**src/verilog/phy_ctl_pkg.sv**
```systemverilog
// Constants, types and register map of the PHY control register block
package phy_ctl_pkg;

  localparam int unsigned CLK_HZ     = 20_000_000;
  localparam int unsigned STRETCH_MS = 50;
  localparam int unsigned STRETCH_CYCLES =
    STRETCH_MS * (CLK_HZ / 1000);

  localparam int ADDR_W = 5;
  localparam logic [ADDR_W-1:0] OFF_PHY_CONTROL = 5'h00;
  localparam logic [ADDR_W-1:0] OFF_IRQ_STATUS  = 5'h04;
  localparam logic [ADDR_W-1:0] OFF_IRQ_CLEAR   = 5'h08;
  localparam logic [ADDR_W-1:0] OFF_IRQ_ENABLE  = 5'h0c;

  localparam int BIT_PAUSE_RX     = 13;
  localparam int BIT_PAUSE_TX     = 12;
  localparam int BIT_INJECT       = 11;
  localparam int BIT_LONG_SEQ     = 10;
  localparam int BIT_PASS         = 9;
  localparam int BIT_RUN          = 8;
  localparam int BIT_STRETCH_SKIP = 7;
  localparam int BIT_LED_STYLE    = 5;

  localparam int IRQ_W = 3;
  localparam logic [IRQ_W-1:0] RST_IRQ = 3'h0;
  localparam logic             RST_CTL = 1'b0;
  localparam logic [14:0]      PRBS_SEED = 15'h7fff;
  localparam logic [3:0]       PRIME_LAST = 4'he;

  typedef enum logic [2:0] {
    ST_IDLE  = 3'b001,
    ST_PRIME = 3'b010,
    ST_CHECK = 3'b100
  } selftest_state_t;

  // Advertised ability bits 11:10
  typedef struct packed {
    logic asm_dir;
    logic pause;
  } pause_adv_t;

  typedef struct packed {
    logic link_change;
    logic pause_change;
    logic selftest_fail;
  } irq_bits_t;

endpackage

```
**src/verilog/phy_control_selftest_led.sv**
```systemverilog
// PHY control register: pause flags, packet self-test and LED control
//
// The register addresses and the Avalon-MM slave port were chosen for this implementation.
`timescale 1ns/1ps

module phy_control_selftest_led
  import phy_ctl_pkg::*;
#(
  parameter int unsigned STRETCH_LEN = STRETCH_CYCLES
)(
  input  wire logic              mclk_i,
  input  wire logic              reset_i,
  input  wire logic [ADDR_W-1:0] avs_address_i,
  input  wire logic              avs_read_i,
  input  wire logic              avs_write_i,
  input  wire logic [31:0]       avs_writedata_i,
  input  wire logic [3:0]        avs_byteenable_i,
  output logic      [31:0]       avs_readdata_o,
  output logic                   avs_waitrequest_o,
  input  wire pause_adv_t        local_ability_advert_i,
  input  wire pause_adv_t        partner_ability_advert_i,
  input  wire logic              hcd_full_duplex_i,
  input  wire logic              link_good_i,
  input  wire logic              activity_i,
  input  wire logic              led_style_strap_i,
  output logic                   pause_rx_o,
  output logic                   pause_tx_o,
  output logic                   link_indicator_pin_o,
  output logic                   irq_o
);

  localparam int SW = $clog2(STRETCH_LEN + 1);
  localparam logic [SW-1:0] S_LEN  = SW'(STRETCH_LEN);
  localparam logic [SW-1:0] S_HALF = SW'(STRETCH_LEN / 2);

  logic              wait_r;
  logic [31:0]       rdata_r;
  logic [31:0]       rd_nxt;
  logic [15:0]       ctl_view;
  logic [ADDR_W-1:0] addr;
  logic              wr_acc;
  logic              ctl_wr_hi;
  logic              ctl_wr_lo;
  logic [7:0]        wd_lo;
  logic [7:0]        wd_hi;

  logic            run_r;
  logic            long_seq_r;
  logic            stretch_skip_r;
  logic            led_style_r;
  logic            inject_r;
  logic            pass_r;
  logic            strap_meta_r;
  logic            strap_sync_r;
  logic            strap_done_r;

  selftest_state_t st_r;
  logic [3:0]      prime_cnt_r;
  logic            long_seq_d_r;
  logic [14:0]     gen_r;
  logic [14:0]     chk_r;
  logic            gen_bit;
  logic            tx_bit;
  logic            expect_bit;
  logic            inject_fire;
  logic            err;

  logic            pause_rx_nxt;
  logic            pause_tx_nxt;
  logic [SW-1:0]   act_cnt_r;
  logic            blink_off;
  logic            led_nxt;
  logic            link_d_r;

  irq_bits_t       irq_status_r;
  irq_bits_t       irq_enable_r;
  irq_bits_t       irq_event;
  logic            irq_r;

  // Bus decode, one wait state on every access
  assign addr      = {avs_address_i[ADDR_W-1:2], 2'b00};
  assign wr_acc    = avs_write_i & ~wait_r;
  assign ctl_wr_hi = wr_acc & (addr == OFF_PHY_CONTROL)
                   & avs_byteenable_i[1];
  assign ctl_wr_lo = wr_acc & (addr == OFF_PHY_CONTROL)
                   & avs_byteenable_i[0];
  assign wd_lo     = avs_writedata_i[7:0];
  assign wd_hi     = avs_writedata_i[15:8];

  always_ff @(posedge mclk_i) begin
    if (reset_i) begin
      wait_r <= 1'b1;
    end else if ((avs_read_i | avs_write_i) & wait_r) begin
      wait_r <= 1'b0;
    end else begin
      wait_r <= 1'b1;
    end
  end

  always_comb begin
    ctl_view = 16'h0000;
    ctl_view[BIT_PAUSE_RX]     = pause_rx_o;
    ctl_view[BIT_PAUSE_TX]     = pause_tx_o;
    ctl_view[BIT_INJECT]       = inject_r;
    ctl_view[BIT_LONG_SEQ]     = long_seq_r;
    ctl_view[BIT_PASS]         = pass_r;
    ctl_view[BIT_RUN]          = run_r;
    ctl_view[BIT_STRETCH_SKIP] = stretch_skip_r;
    ctl_view[BIT_LED_STYLE]    = led_style_r;
  end

  always_comb begin
    rd_nxt = 32'h0000_0000;
    case (addr)
      OFF_PHY_CONTROL: rd_nxt[15:0]      = ctl_view;
      OFF_IRQ_STATUS:  rd_nxt[IRQ_W-1:0] = irq_status_r;
      OFF_IRQ_ENABLE:  rd_nxt[IRQ_W-1:0] = irq_enable_r;
      default:         rd_nxt            = 32'h0000_0000;
    endcase
  end

  always_ff @(posedge mclk_i) begin
    if (reset_i) begin
      rdata_r <= 32'h0000_0000;
    end else if (avs_read_i & wait_r) begin
      rdata_r <= rd_nxt;
    end
  end

  // Writable control bits; bit 6 is not stored
  always_ff @(posedge mclk_i) begin
    if (reset_i) begin
      run_r          <= RST_CTL;
      long_seq_r     <= RST_CTL;
      stretch_skip_r <= RST_CTL;
    end else begin
      if (ctl_wr_hi) begin
        run_r      <= wd_hi[BIT_RUN-8];
        long_seq_r <= wd_hi[BIT_LONG_SEQ-8];
      end
      if (ctl_wr_lo) begin
        stretch_skip_r <= wd_lo[BIT_STRETCH_SKIP];
      end
    end
  end

  // Strap pin synchroniser
  always_ff @(posedge mclk_i) begin
    strap_meta_r <= led_style_strap_i;
    strap_sync_r <= strap_meta_r;
  end

  // LED style loads from the strap after reset, then software owns it
  always_ff @(posedge mclk_i) begin
    if (reset_i) begin
      led_style_r  <= RST_CTL;
      strap_done_r <= 1'b0;
    end else if (!strap_done_r) begin
      led_style_r  <= strap_sync_r;
      strap_done_r <= 1'b1;
    end else if (ctl_wr_lo) begin
      led_style_r  <= wd_lo[BIT_LED_STYLE];
    end
  end

  // Self-clearing inject request
  assign inject_fire = inject_r & (st_r == ST_CHECK);

  always_ff @(posedge mclk_i) begin
    if (reset_i) begin
      inject_r <= RST_CTL;
    end else if (ctl_wr_hi && wd_hi[BIT_INJECT-8]) begin
      inject_r <= 1'b1;
    end else if (inject_fire) begin
      inject_r <= 1'b0;
    end else if (!run_r) begin
      inject_r <= 1'b0;
    end
  end

  // Self-test sequencing; a sequence change re-primes the checker
  always_ff @(posedge mclk_i) begin
    if (reset_i) begin
      st_r         <= ST_IDLE;
      prime_cnt_r  <= 4'h0;
      long_seq_d_r <= RST_CTL;
    end else begin
      long_seq_d_r <= long_seq_r;
      case (st_r)
        ST_IDLE: begin
          prime_cnt_r <= 4'h0;
          if (run_r) begin
            st_r <= ST_PRIME;
          end
        end
        ST_PRIME: begin
          prime_cnt_r <= prime_cnt_r + 4'h1;
          if (!run_r) begin
            st_r <= ST_IDLE;
          end else if (prime_cnt_r == PRIME_LAST) begin
            st_r <= ST_CHECK;
          end
        end
        ST_CHECK: begin
          prime_cnt_r <= 4'h0;
          if (!run_r) begin
            st_r <= ST_IDLE;
          end else if (long_seq_r != long_seq_d_r) begin
            st_r <= ST_PRIME;
          end
        end
        default: begin
          st_r        <= ST_IDLE;
          prime_cnt_r <= 4'h0;
        end
      endcase
    end
  end

  // Pattern generator and self-synchronising checker on an internal loop
  assign gen_bit = long_seq_r ? gen_r[14] ^ gen_r[13]
                              : gen_r[8] ^ gen_r[4];
  assign tx_bit  = gen_bit ^ inject_fire;
  assign expect_bit = long_seq_r ? chk_r[14] ^ chk_r[13]
                                 : chk_r[8] ^ chk_r[4];
  assign err     = (st_r == ST_CHECK) & (tx_bit != expect_bit);

  always_ff @(posedge mclk_i) begin
    if (reset_i || st_r == ST_IDLE) begin
      gen_r <= PRBS_SEED;
      chk_r <= 15'h0000;
    end else begin
      gen_r <= {gen_r[13:0], gen_bit};
      chk_r <= {chk_r[13:0], tx_bit};
    end
  end

  // Pass flag: set on start, latched low on error, cleared on stop
  always_ff @(posedge mclk_i) begin
    if (reset_i || !run_r) begin
      pass_r <= 1'b0;
    end else if (st_r == ST_IDLE) begin
      pass_r <= 1'b1;
    end else if (err) begin
      pass_r <= 1'b0;
    end
  end

  // Pause resolution, only for a full duplex common mode
  assign pause_rx_nxt = hcd_full_duplex_i & (
    (local_ability_advert_i.pause & partner_ability_advert_i.pause) |
    (local_ability_advert_i.pause & local_ability_advert_i.asm_dir &
     ~partner_ability_advert_i.pause &
     partner_ability_advert_i.asm_dir));
  assign pause_tx_nxt = hcd_full_duplex_i & (
    (local_ability_advert_i.pause & partner_ability_advert_i.pause) |
    (~local_ability_advert_i.pause & local_ability_advert_i.asm_dir &
     partner_ability_advert_i.pause &
     partner_ability_advert_i.asm_dir));

  always_ff @(posedge mclk_i) begin
    if (reset_i) begin
      pause_rx_o <= 1'b0;
      pause_tx_o <= 1'b0;
    end else begin
      pause_rx_o <= pause_rx_nxt;
      pause_tx_o <= pause_tx_nxt;
    end
  end

  // Activity stretch: off for the first half, on for the second
  always_ff @(posedge mclk_i) begin
    if (reset_i) begin
      act_cnt_r <= '0;
    end else if (act_cnt_r == '0) begin
      if (activity_i) begin
        act_cnt_r <= S_LEN;
      end
    end else begin
      act_cnt_r <= act_cnt_r - SW'(1);
    end
  end

  assign blink_off = act_cnt_r > S_HALF;
  assign led_nxt   = link_good_i & ~(~led_style_r &
                     (stretch_skip_r ? activity_i : blink_off));

  always_ff @(posedge mclk_i) begin
    if (reset_i) begin
      link_indicator_pin_o <= 1'b0;
      link_d_r             <= 1'b0;
    end else begin
      link_indicator_pin_o <= led_nxt;
      link_d_r             <= link_good_i;
    end
  end

  // Interrupt status, clear and enable
  assign irq_event.selftest_fail = err & pass_r;
  assign irq_event.pause_change  = (pause_rx_nxt != pause_rx_o) |
                                   (pause_tx_nxt != pause_tx_o);
  assign irq_event.link_change   = link_good_i != link_d_r;

  always_ff @(posedge mclk_i) begin
    if (reset_i) begin
      irq_status_r <= RST_IRQ;
    end else if (wr_acc && addr == OFF_IRQ_CLEAR &&
                 avs_byteenable_i[0]) begin
      irq_status_r <= (irq_status_r & ~wd_lo[IRQ_W-1:0]) | irq_event;
    end else begin
      irq_status_r <= irq_status_r | irq_event;
    end
  end

  always_ff @(posedge mclk_i) begin
    if (reset_i) begin
      irq_enable_r <= RST_IRQ;
    end else if (wr_acc && addr == OFF_IRQ_ENABLE &&
                 avs_byteenable_i[0]) begin
      irq_enable_r <= wd_lo[IRQ_W-1:0];
    end
  end

  always_ff @(posedge mclk_i) begin
    if (reset_i) begin
      irq_r <= 1'b0;
    end else begin
      irq_r <= |(irq_status_r & irq_enable_r);
    end
  end

  assign avs_readdata_o    = rdata_r;
  assign avs_waitrequest_o = wait_r;
  assign irq_o             = irq_r;

  pause_rx_only_a: assert property (
    @(posedge mclk_i) disable iff (reset_i)
    hcd_full_duplex_i && local_ability_advert_i == 2'b11 &&
    partner_ability_advert_i == 2'b10
    |=> pause_rx_o && !pause_tx_o)
    else $error("pause receive not resolved");

  pause_tx_only_a: assert property (
    @(posedge mclk_i) disable iff (reset_i)
    hcd_full_duplex_i && local_ability_advert_i == 2'b10 &&
    partner_ability_advert_i == 2'b11
    |=> pause_tx_o && !pause_rx_o)
    else $error("pause transmit not resolved");

  pause_duplex_a: assert property (
    @(posedge mclk_i) disable iff (reset_i)
    !hcd_full_duplex_i |=> !pause_rx_o && !pause_tx_o)
    else $error("pause flag set without full duplex");

  inject_once_a: assert property (
    @(posedge mclk_i) disable iff (reset_i)
    inject_fire && pass_r && run_r
    |=> !inject_r && !pass_r && run_r)
    else $error("inject did not fail the test or stay set");

  pass_start_a: assert property (
    @(posedge mclk_i) disable iff (reset_i)
    $rose(run_r) |=> pass_r ##1 st_r == ST_PRIME)
    else $error("self-test start not reported");

  pass_stop_a: assert property (
    @(posedge mclk_i) disable iff (reset_i)
    !run_r |=> !pass_r && st_r != ST_CHECK)
    else $error("pass flag kept after stop");

  stretch_skip_a: assert property (
    @(posedge mclk_i) disable iff (reset_i)
    stretch_skip_r && !led_style_r && activity_i
    |=> !link_indicator_pin_o)
    else $error("bypass did not follow activity");

  style_link_a: assert property (
    @(posedge mclk_i) disable iff (reset_i)
    strap_done_r && led_style_r
    |=> link_indicator_pin_o == $past(link_good_i))
    else $error("link LED not following link");

  style_blink_a: assert property (
    @(posedge mclk_i) disable iff (reset_i)
    !led_style_r && !stretch_skip_r && act_cnt_r == '0 &&
    activity_i ##1 !led_style_r && !stretch_skip_r
    |=> !link_indicator_pin_o)
    else $error("link LED did not blink on activity");

  inject_idle_a: assert property (
    @(posedge mclk_i) disable iff (reset_i)
    inject_r && !run_r && !ctl_wr_hi |=> !inject_r)
    else $error("inject kept while stopped");

endmodule

```
**config.mk**
```make
export PLATFORM = sky130hd
export DESIGN_NAME = phy_control_selftest_led
export DESIGN_NICKNAME = d
export VERILOG_FILES = /design/src/verilog/phy_ctl_pkg.sv /design/src/verilog/phy_control_selftest_led.sv
export SDC_FILE = /design/constraint.sdc
export NUM_CORES = 1
export LEC_CHECK = 0
export BUFFER_PORTS_ARGS = -buffer_cell sky130_fd_sc_hd__buf_2
export CAP_MARGIN = 20
export CORE_MARGIN = 1
export CORE_UTILIZATION = 50
export DETAILED_ROUTE_END_ITERATION = 8
export GPL_TIMING_DRIVEN = 0
export PLACE_DENSITY = 0.75
export SYNTH_ARGS = -nofsm -noshare
export SYNTH_HDL_FRONTEND = slang
export SYNTH_SLANG_ARGS = --single-unit
```
**constraint.sdc**
```tcl
create_clock -name mclk_i -period 2.15 [get_ports mclk_i]
set_input_delay 0.1075 -clock mclk_i [delete_from_list [all_inputs] [get_ports mclk_i]]
set_output_delay 0.1075 -clock mclk_i [all_outputs]
set_load 0.005 [all_outputs]
```
* After elaboration in Yosys (flattened, before gate mapping) *
Cells that the tools add are included.

word-level totals
  input port bits = 53
  logic and storage cells = 126
  flip-flop bits (word level) = 95

cells by class
  $add $sub $neg = 2
  bitwise logic cells = 40
  reduce and logical (&&, ||, !) cells = 14
  order comparisons = 1
  eq/ne operators = 18
  mux-type cells = 23

operators by type and width
  kind                                                                     count
  20-bit two-way mux                                                       2
  1-bit AND                                                                20
  20-bit by 19-bit > comparator with 1-bit output (second input constant)  1
  20-bit logical NOT                                                       1
  20-bit by 1-bit subtractor with 20-bit output (second input constant)    1
  3-bit two-way mux                                                        6
  1-bit two-way mux                                                        12
  11-bit two-way mux                                                       1
  3-bit by 2-bit equality test with 1-bit output (second input constant)   3
  3-bit case mux with 3 select lines                                       1
  3-bit AND                                                                2
  3-bit by 1-bit equality test with 1-bit output (second input constant)   2
  2-bit != test (second input constant)                                    3
  1-bit NOT                                                                6
  3-bit bitwise OR                                                         2
  3-bit case mux with 2 select lines                                       1
  1-bit logical AND                                                        5
  5-bit logical NOT                                                        1
  1-bit != test                                                            5
  1-bit bitwise XOR                                                        5
  4-bit by 1-bit adder with 4-bit output (second input constant)           1
  4-bit equality test (second input constant)                              1
  1-bit bitwise OR                                                         4
  3-bit equality test (second input constant)                              1
  other kinds (10)                                                         11

* Logic depth before layout (Yosys ltp) *
  depth in word-level cells = 10
  gate-level depth with buffers = 8

* Worst setup path after synthesis *
No wires, ideal clock.

  path type = reg2reg
  start point = register act_cnt_r[2]
  end point = register act_cnt_r[1]
  required time = 2085 ps
  path buffers = 1
  clock period less this slack = 1753 ps
  slack = 397 ps
  setup time = 65 ps
  stages on the path, launching flop included = 7
  data arrival time = 1688 ps
  path through = dfxtp_1 nor4_4 nand4_2 buf_6 nor2_1 mux2_2 nor2_1

between the ends
  cells in the longest elaborated chain, start to end = 2
  elaborated cells between the ends (all ways) = 3

RTL lines
  what                                                                  line                             text
  from (decl)                                                           phy_control_selftest_led.sv:70   logic [SW-1:0] act_cnt_r;
  from (signal assigned)                                                phy_control_selftest_led.sv:280  act_cnt_r <= act_cnt_r - SW'(1);
  20-bit logical NOT (*)                                                phy_control_selftest_led.sv:275  end else if (act_cnt_r == '0) begin
  2-bit != test (no line) / 20-bit two-way mux (equally long branches)  n/a

Every way passes the cells marked *; elsewhere a longest branch is shown, timed or not.
A chain may end at the register's enable or synchronous reset.

* Final worst setup path *
  start point = register act_cnt_r[6]
  end point = register act_cnt_r[1]

The elaborated chain is that of the path after synthesis.

==> metrics.csv <==
stage;metric;value;unit
status;outcome;completed;
min_path;min_path_type;in2reg;
logic_synthesis;netlist_area;3790;sq um
logic_synthesis;synth.avg_cell_area;9.25;sq um
grt;grt_pass1_wl;12.7;mm
sta;max_freq;494;MHz
floorplan;start_util;0.520;
critical_path;setup.worst_path.end_class;flip-flop;
critical_path;critPathSlowestCell;nor4_4;
sta;fin_crit;2.02;ns
sta;slew_headroom;0.383;
placement;dp_hpwl;5.50;mm
floorplan;dieArea;7940;sq um
clocking;clkSinkCount;90;
logic_synthesis;synth.distinct_cells;53;
logic_synthesis;synthFlopType;dfxtp_1;
grt;gr-total-overflow;0;
floorplan;num_rows;31;
sta;skew;0.0159;ns
sta;rsz0062_at_grt;false;
detailed_routing;vias;3061;
power;p_switching;0.00172;W
sta;fin_crit_sh;0.942;
sta;drv_slew;0;
detailed_routing;ant_nets;0;
critical_path;path_class;reg2reg;
clocking;htree_levels;3;
logic_synthesis;synth-edff-count;0;
logic_synthesis;synth_area_leaders;dfxtp_1, nor2_1, buf_4;
logic_synthesis;synth-seq-area-share;0.475;
floorplan;coreArea;7290;sq um
sta;setup_violations;0;
clocking;clock-root-buffer;clkbuf_8;
floorplan;die_x;89.1;um
critical_path;ff2ff_setup_slack;0.13;ns
placement;place_congestion;0.891;
clocking;clk_latency;0.36;ns
power;seqPwrFrac;0.428;
power;power.density;1030;nW/um^2
critical_path;crit_chain;nor4_4, nand4_2, buf_6, nor2_1, mux2_2, nor2_1;
floorplan;die_h;89.1;um
cells_and_area;final_layout_size_suffix_gt1_frac;0.200;
cells_and_area;nFillCells;642;
critical_path;required;2.43;ns
floorplan;io_pins;90;
detailed_routing;finalWirelength;7.82;mm
sta;finalHoldViolations;0;
power;peakVddDrop;0.000622;V
logic_synthesis;synth_top_area_frac;0.475;
detailed_routing;wl_per_cell;13.2;um
sta;tightest_slew;0.917;ns
clocking;cts_buffers;9;
grt;track_usage;0.208;
power;p_leak;1.87;nW
critical_path;cp.arrival;2.31;ns
grt;first_global_vias;2779;
flow_run;cap_violations;0;
cells_and_area;syn2layout_area_growth;18.6;%
critical_path;crit_path_max_incr_delay;0.46;ns
logic_synthesis;synth_top_cell_by_area;dfxtp_1;
sta;setup_ws;0.126;ns
power;power_frac_comb;0.333;
clocking;cts_buffer_depth;2;
detailed_routing;first_iter_violations;130;
clocking;cts_setup_buffers;0;
logic_synthesis;async_reset_ff_frac;0;
clocking;cts_tree;done;
critical_path;path_max_fanout;10;
grt;grt_max_degree;19;
logic_synthesis;postSynthCellCount;410;
clocking;path_clk_slew;0.10;ns
power;clockPowerShare;0.239;
placement;io_buffers;39;
detailed_routing;via_per_inst;5.15;
detailed_routing;dr.pass1.iters;4;
power;swShare;0.372;
logic_synthesis;ys_ff_latch;90;
logic_synthesis;ys_warn_count;0;
critical_path;startpoint_type;flip-flop;
grt;antenna_found_initial;0;
detailed_routing;remaining_drc_errors;0;
cells_and_area;final_nets;546;
power;internal_power;0.00290;W
sta;hold_slack;0.0207;ns
placement;pre_cts_slack;-0.0302;ns
critical_path;cpMostUsedCell;nor2_1;
cells_and_area;n_antenna_cell;0;
==> path summary, 6_finish.rpt <==
check	start	end	cells after the start
worst min register to register	strap_meta_r	strap_sync_r	0
worst max register to register	act_cnt_r[6]	act_cnt_r[1]	6
worst min-delay path	local_ability_advert_i[0]	pause_rx_o	3
worst max-delay path	act_cnt_r[6]	act_cnt_r[1]	6
==> worst max-delay path, delay by kind of cell, from the launching register on <==
kind	cells	cell delay, ns
multiplexers	1	0.37
AND/OR/NAND/NOR	4	0.99
buffers and inverters	1	0.19
flip-flops	1	0.40
==> kinds of logic after synthesis <==
group | share of synthesized area
other cells | 0.000989
buf+inv | 0.0775
compound gates | 0.125
mux | 0.0274
simple gates | 0.234
fa+ha+maj | 0.00990
xor+xnor | 0.0508
flops | 0.475
==> final cells by class <==
class,count,area (sq um),share of cell area
Sequential cell,90,1800,0.401
Multi-Input combinational cell,292,1790,0.397
Timing Repair Buffer,49,295,0.0656
Buffer,39,260,0.0579
Clock buffer,9,124,0.0275
Tap cell,99,124,0.0275
Clock inverter,7,71.3,0.0159
Inverter,9,33.8,0.00751
==> through the flow <==
stage                     instances  area, sq um  power (W)   util  TNS (ns)
after floorplan                 430         3870    0.00319      -         0
after global placement          568         4190    0.00345  0.574   -0.0154
after detailed placement        568         4190    0.00350  0.575    -0.155
after CTS                       594         4490    0.00463  0.616         0
after global routing            594         4500    0.00491  0.617         0
final                           594         4500    0.00463  0.617         0
==> layer usage <==
layer | part of all wire | GRT usage | vias to the layer above
met5 | 0 | 0 | -
met4 | 0.0075 | 0.0577 | 0
met3 | 0.041 | 0.0536 | 5
met2 | 0.48 | 0.347 | 73
met1 | 0.47 | 0.269 | 1444
li1 | - | - | 1539
==> synth_stat cells, types with 3 or more instances <==
library cell / count
a211oi_1: 5
a21oi_1: 21
a22oi_1: 11
a31oi_1: 3
and2_1: 14
buf_4: 21
clkbuf_1: 11
dfxtp_1: 90
ha_1: 3
inv_1: 9
mux2_2: 3
mux2i_1: 7
nand2_1: 28
nand3_1: 8
nor2_1: 59
nor2b_1: 6
nor3_1: 14
nor3b_1: 3
nor4_1: 5
o211ai_1: 3
o21ai_0: 8
o31ai_1: 3
or3_1: 15
xnor2_1: 12
xor2_1: 10
==> layout by cell type, fill, tap and decap left out, types with 3 or more instances in the layout <==
cell type	instances
a22oi_1	11
o21ai_0	8
nor2_1	59
ha_1	3
dlygate4sd3_1	10
mux2_2	3
nand2_1	28
xnor2_1	12
dfxtp_1	90
buf_2	41
mux2i_1	7
conb_1	21
and2_1	14
nor2b_1	6
nor4_1	4
o211ai_1	3
a31oi_1	3
clkbuf_1	11
nor3b_1	3
or3_1	15
o31ai_1	3
clkbuf_8	9
inv_1	9
nor3_1	12
a21oi_1	21
clkinv_4	3
nand3_1	8
xor2_1	10
buf_4	21
a211oi_1	5
==> power groups by stage <==
| stage | combinational, W | sequential (W) | clock (W) |
|---|---|---|---|
| after global routing | 0.00170 | 0.00200 | 0.00121 |
| after global placement | 0.00144 | 0.00201 | 0 |
| after floorplan | 0.00122 | 0.00197 | 0 |
| after detailed placement | 0.00149 | 0.00201 | 0 |
| after CTS | 0.00152 | 0.00197 | 0.00113 |
| final | 0.00154 | 0.00198 | 0.00111 |
==> state kept, by name (all words and copies together) (netlist names), 3 cells and up <==
register and flops:
act_cnt_r 20, irq_status_r 3, gen_r 15, prime_cnt_r 4, st_r 3, avs_readdata_o 11, irq_enable_r 3, chk_r 15
==> timing repair <==
item                                   in CTS  in global routing
gates resized for setup                     1                  1
setup endpoints to repair                   6                  7
endpoints found under the hold margin       9                  0
hold buffers                               10                  0
pin swaps                                   0                  0
(Power assumes the default switching activity.)
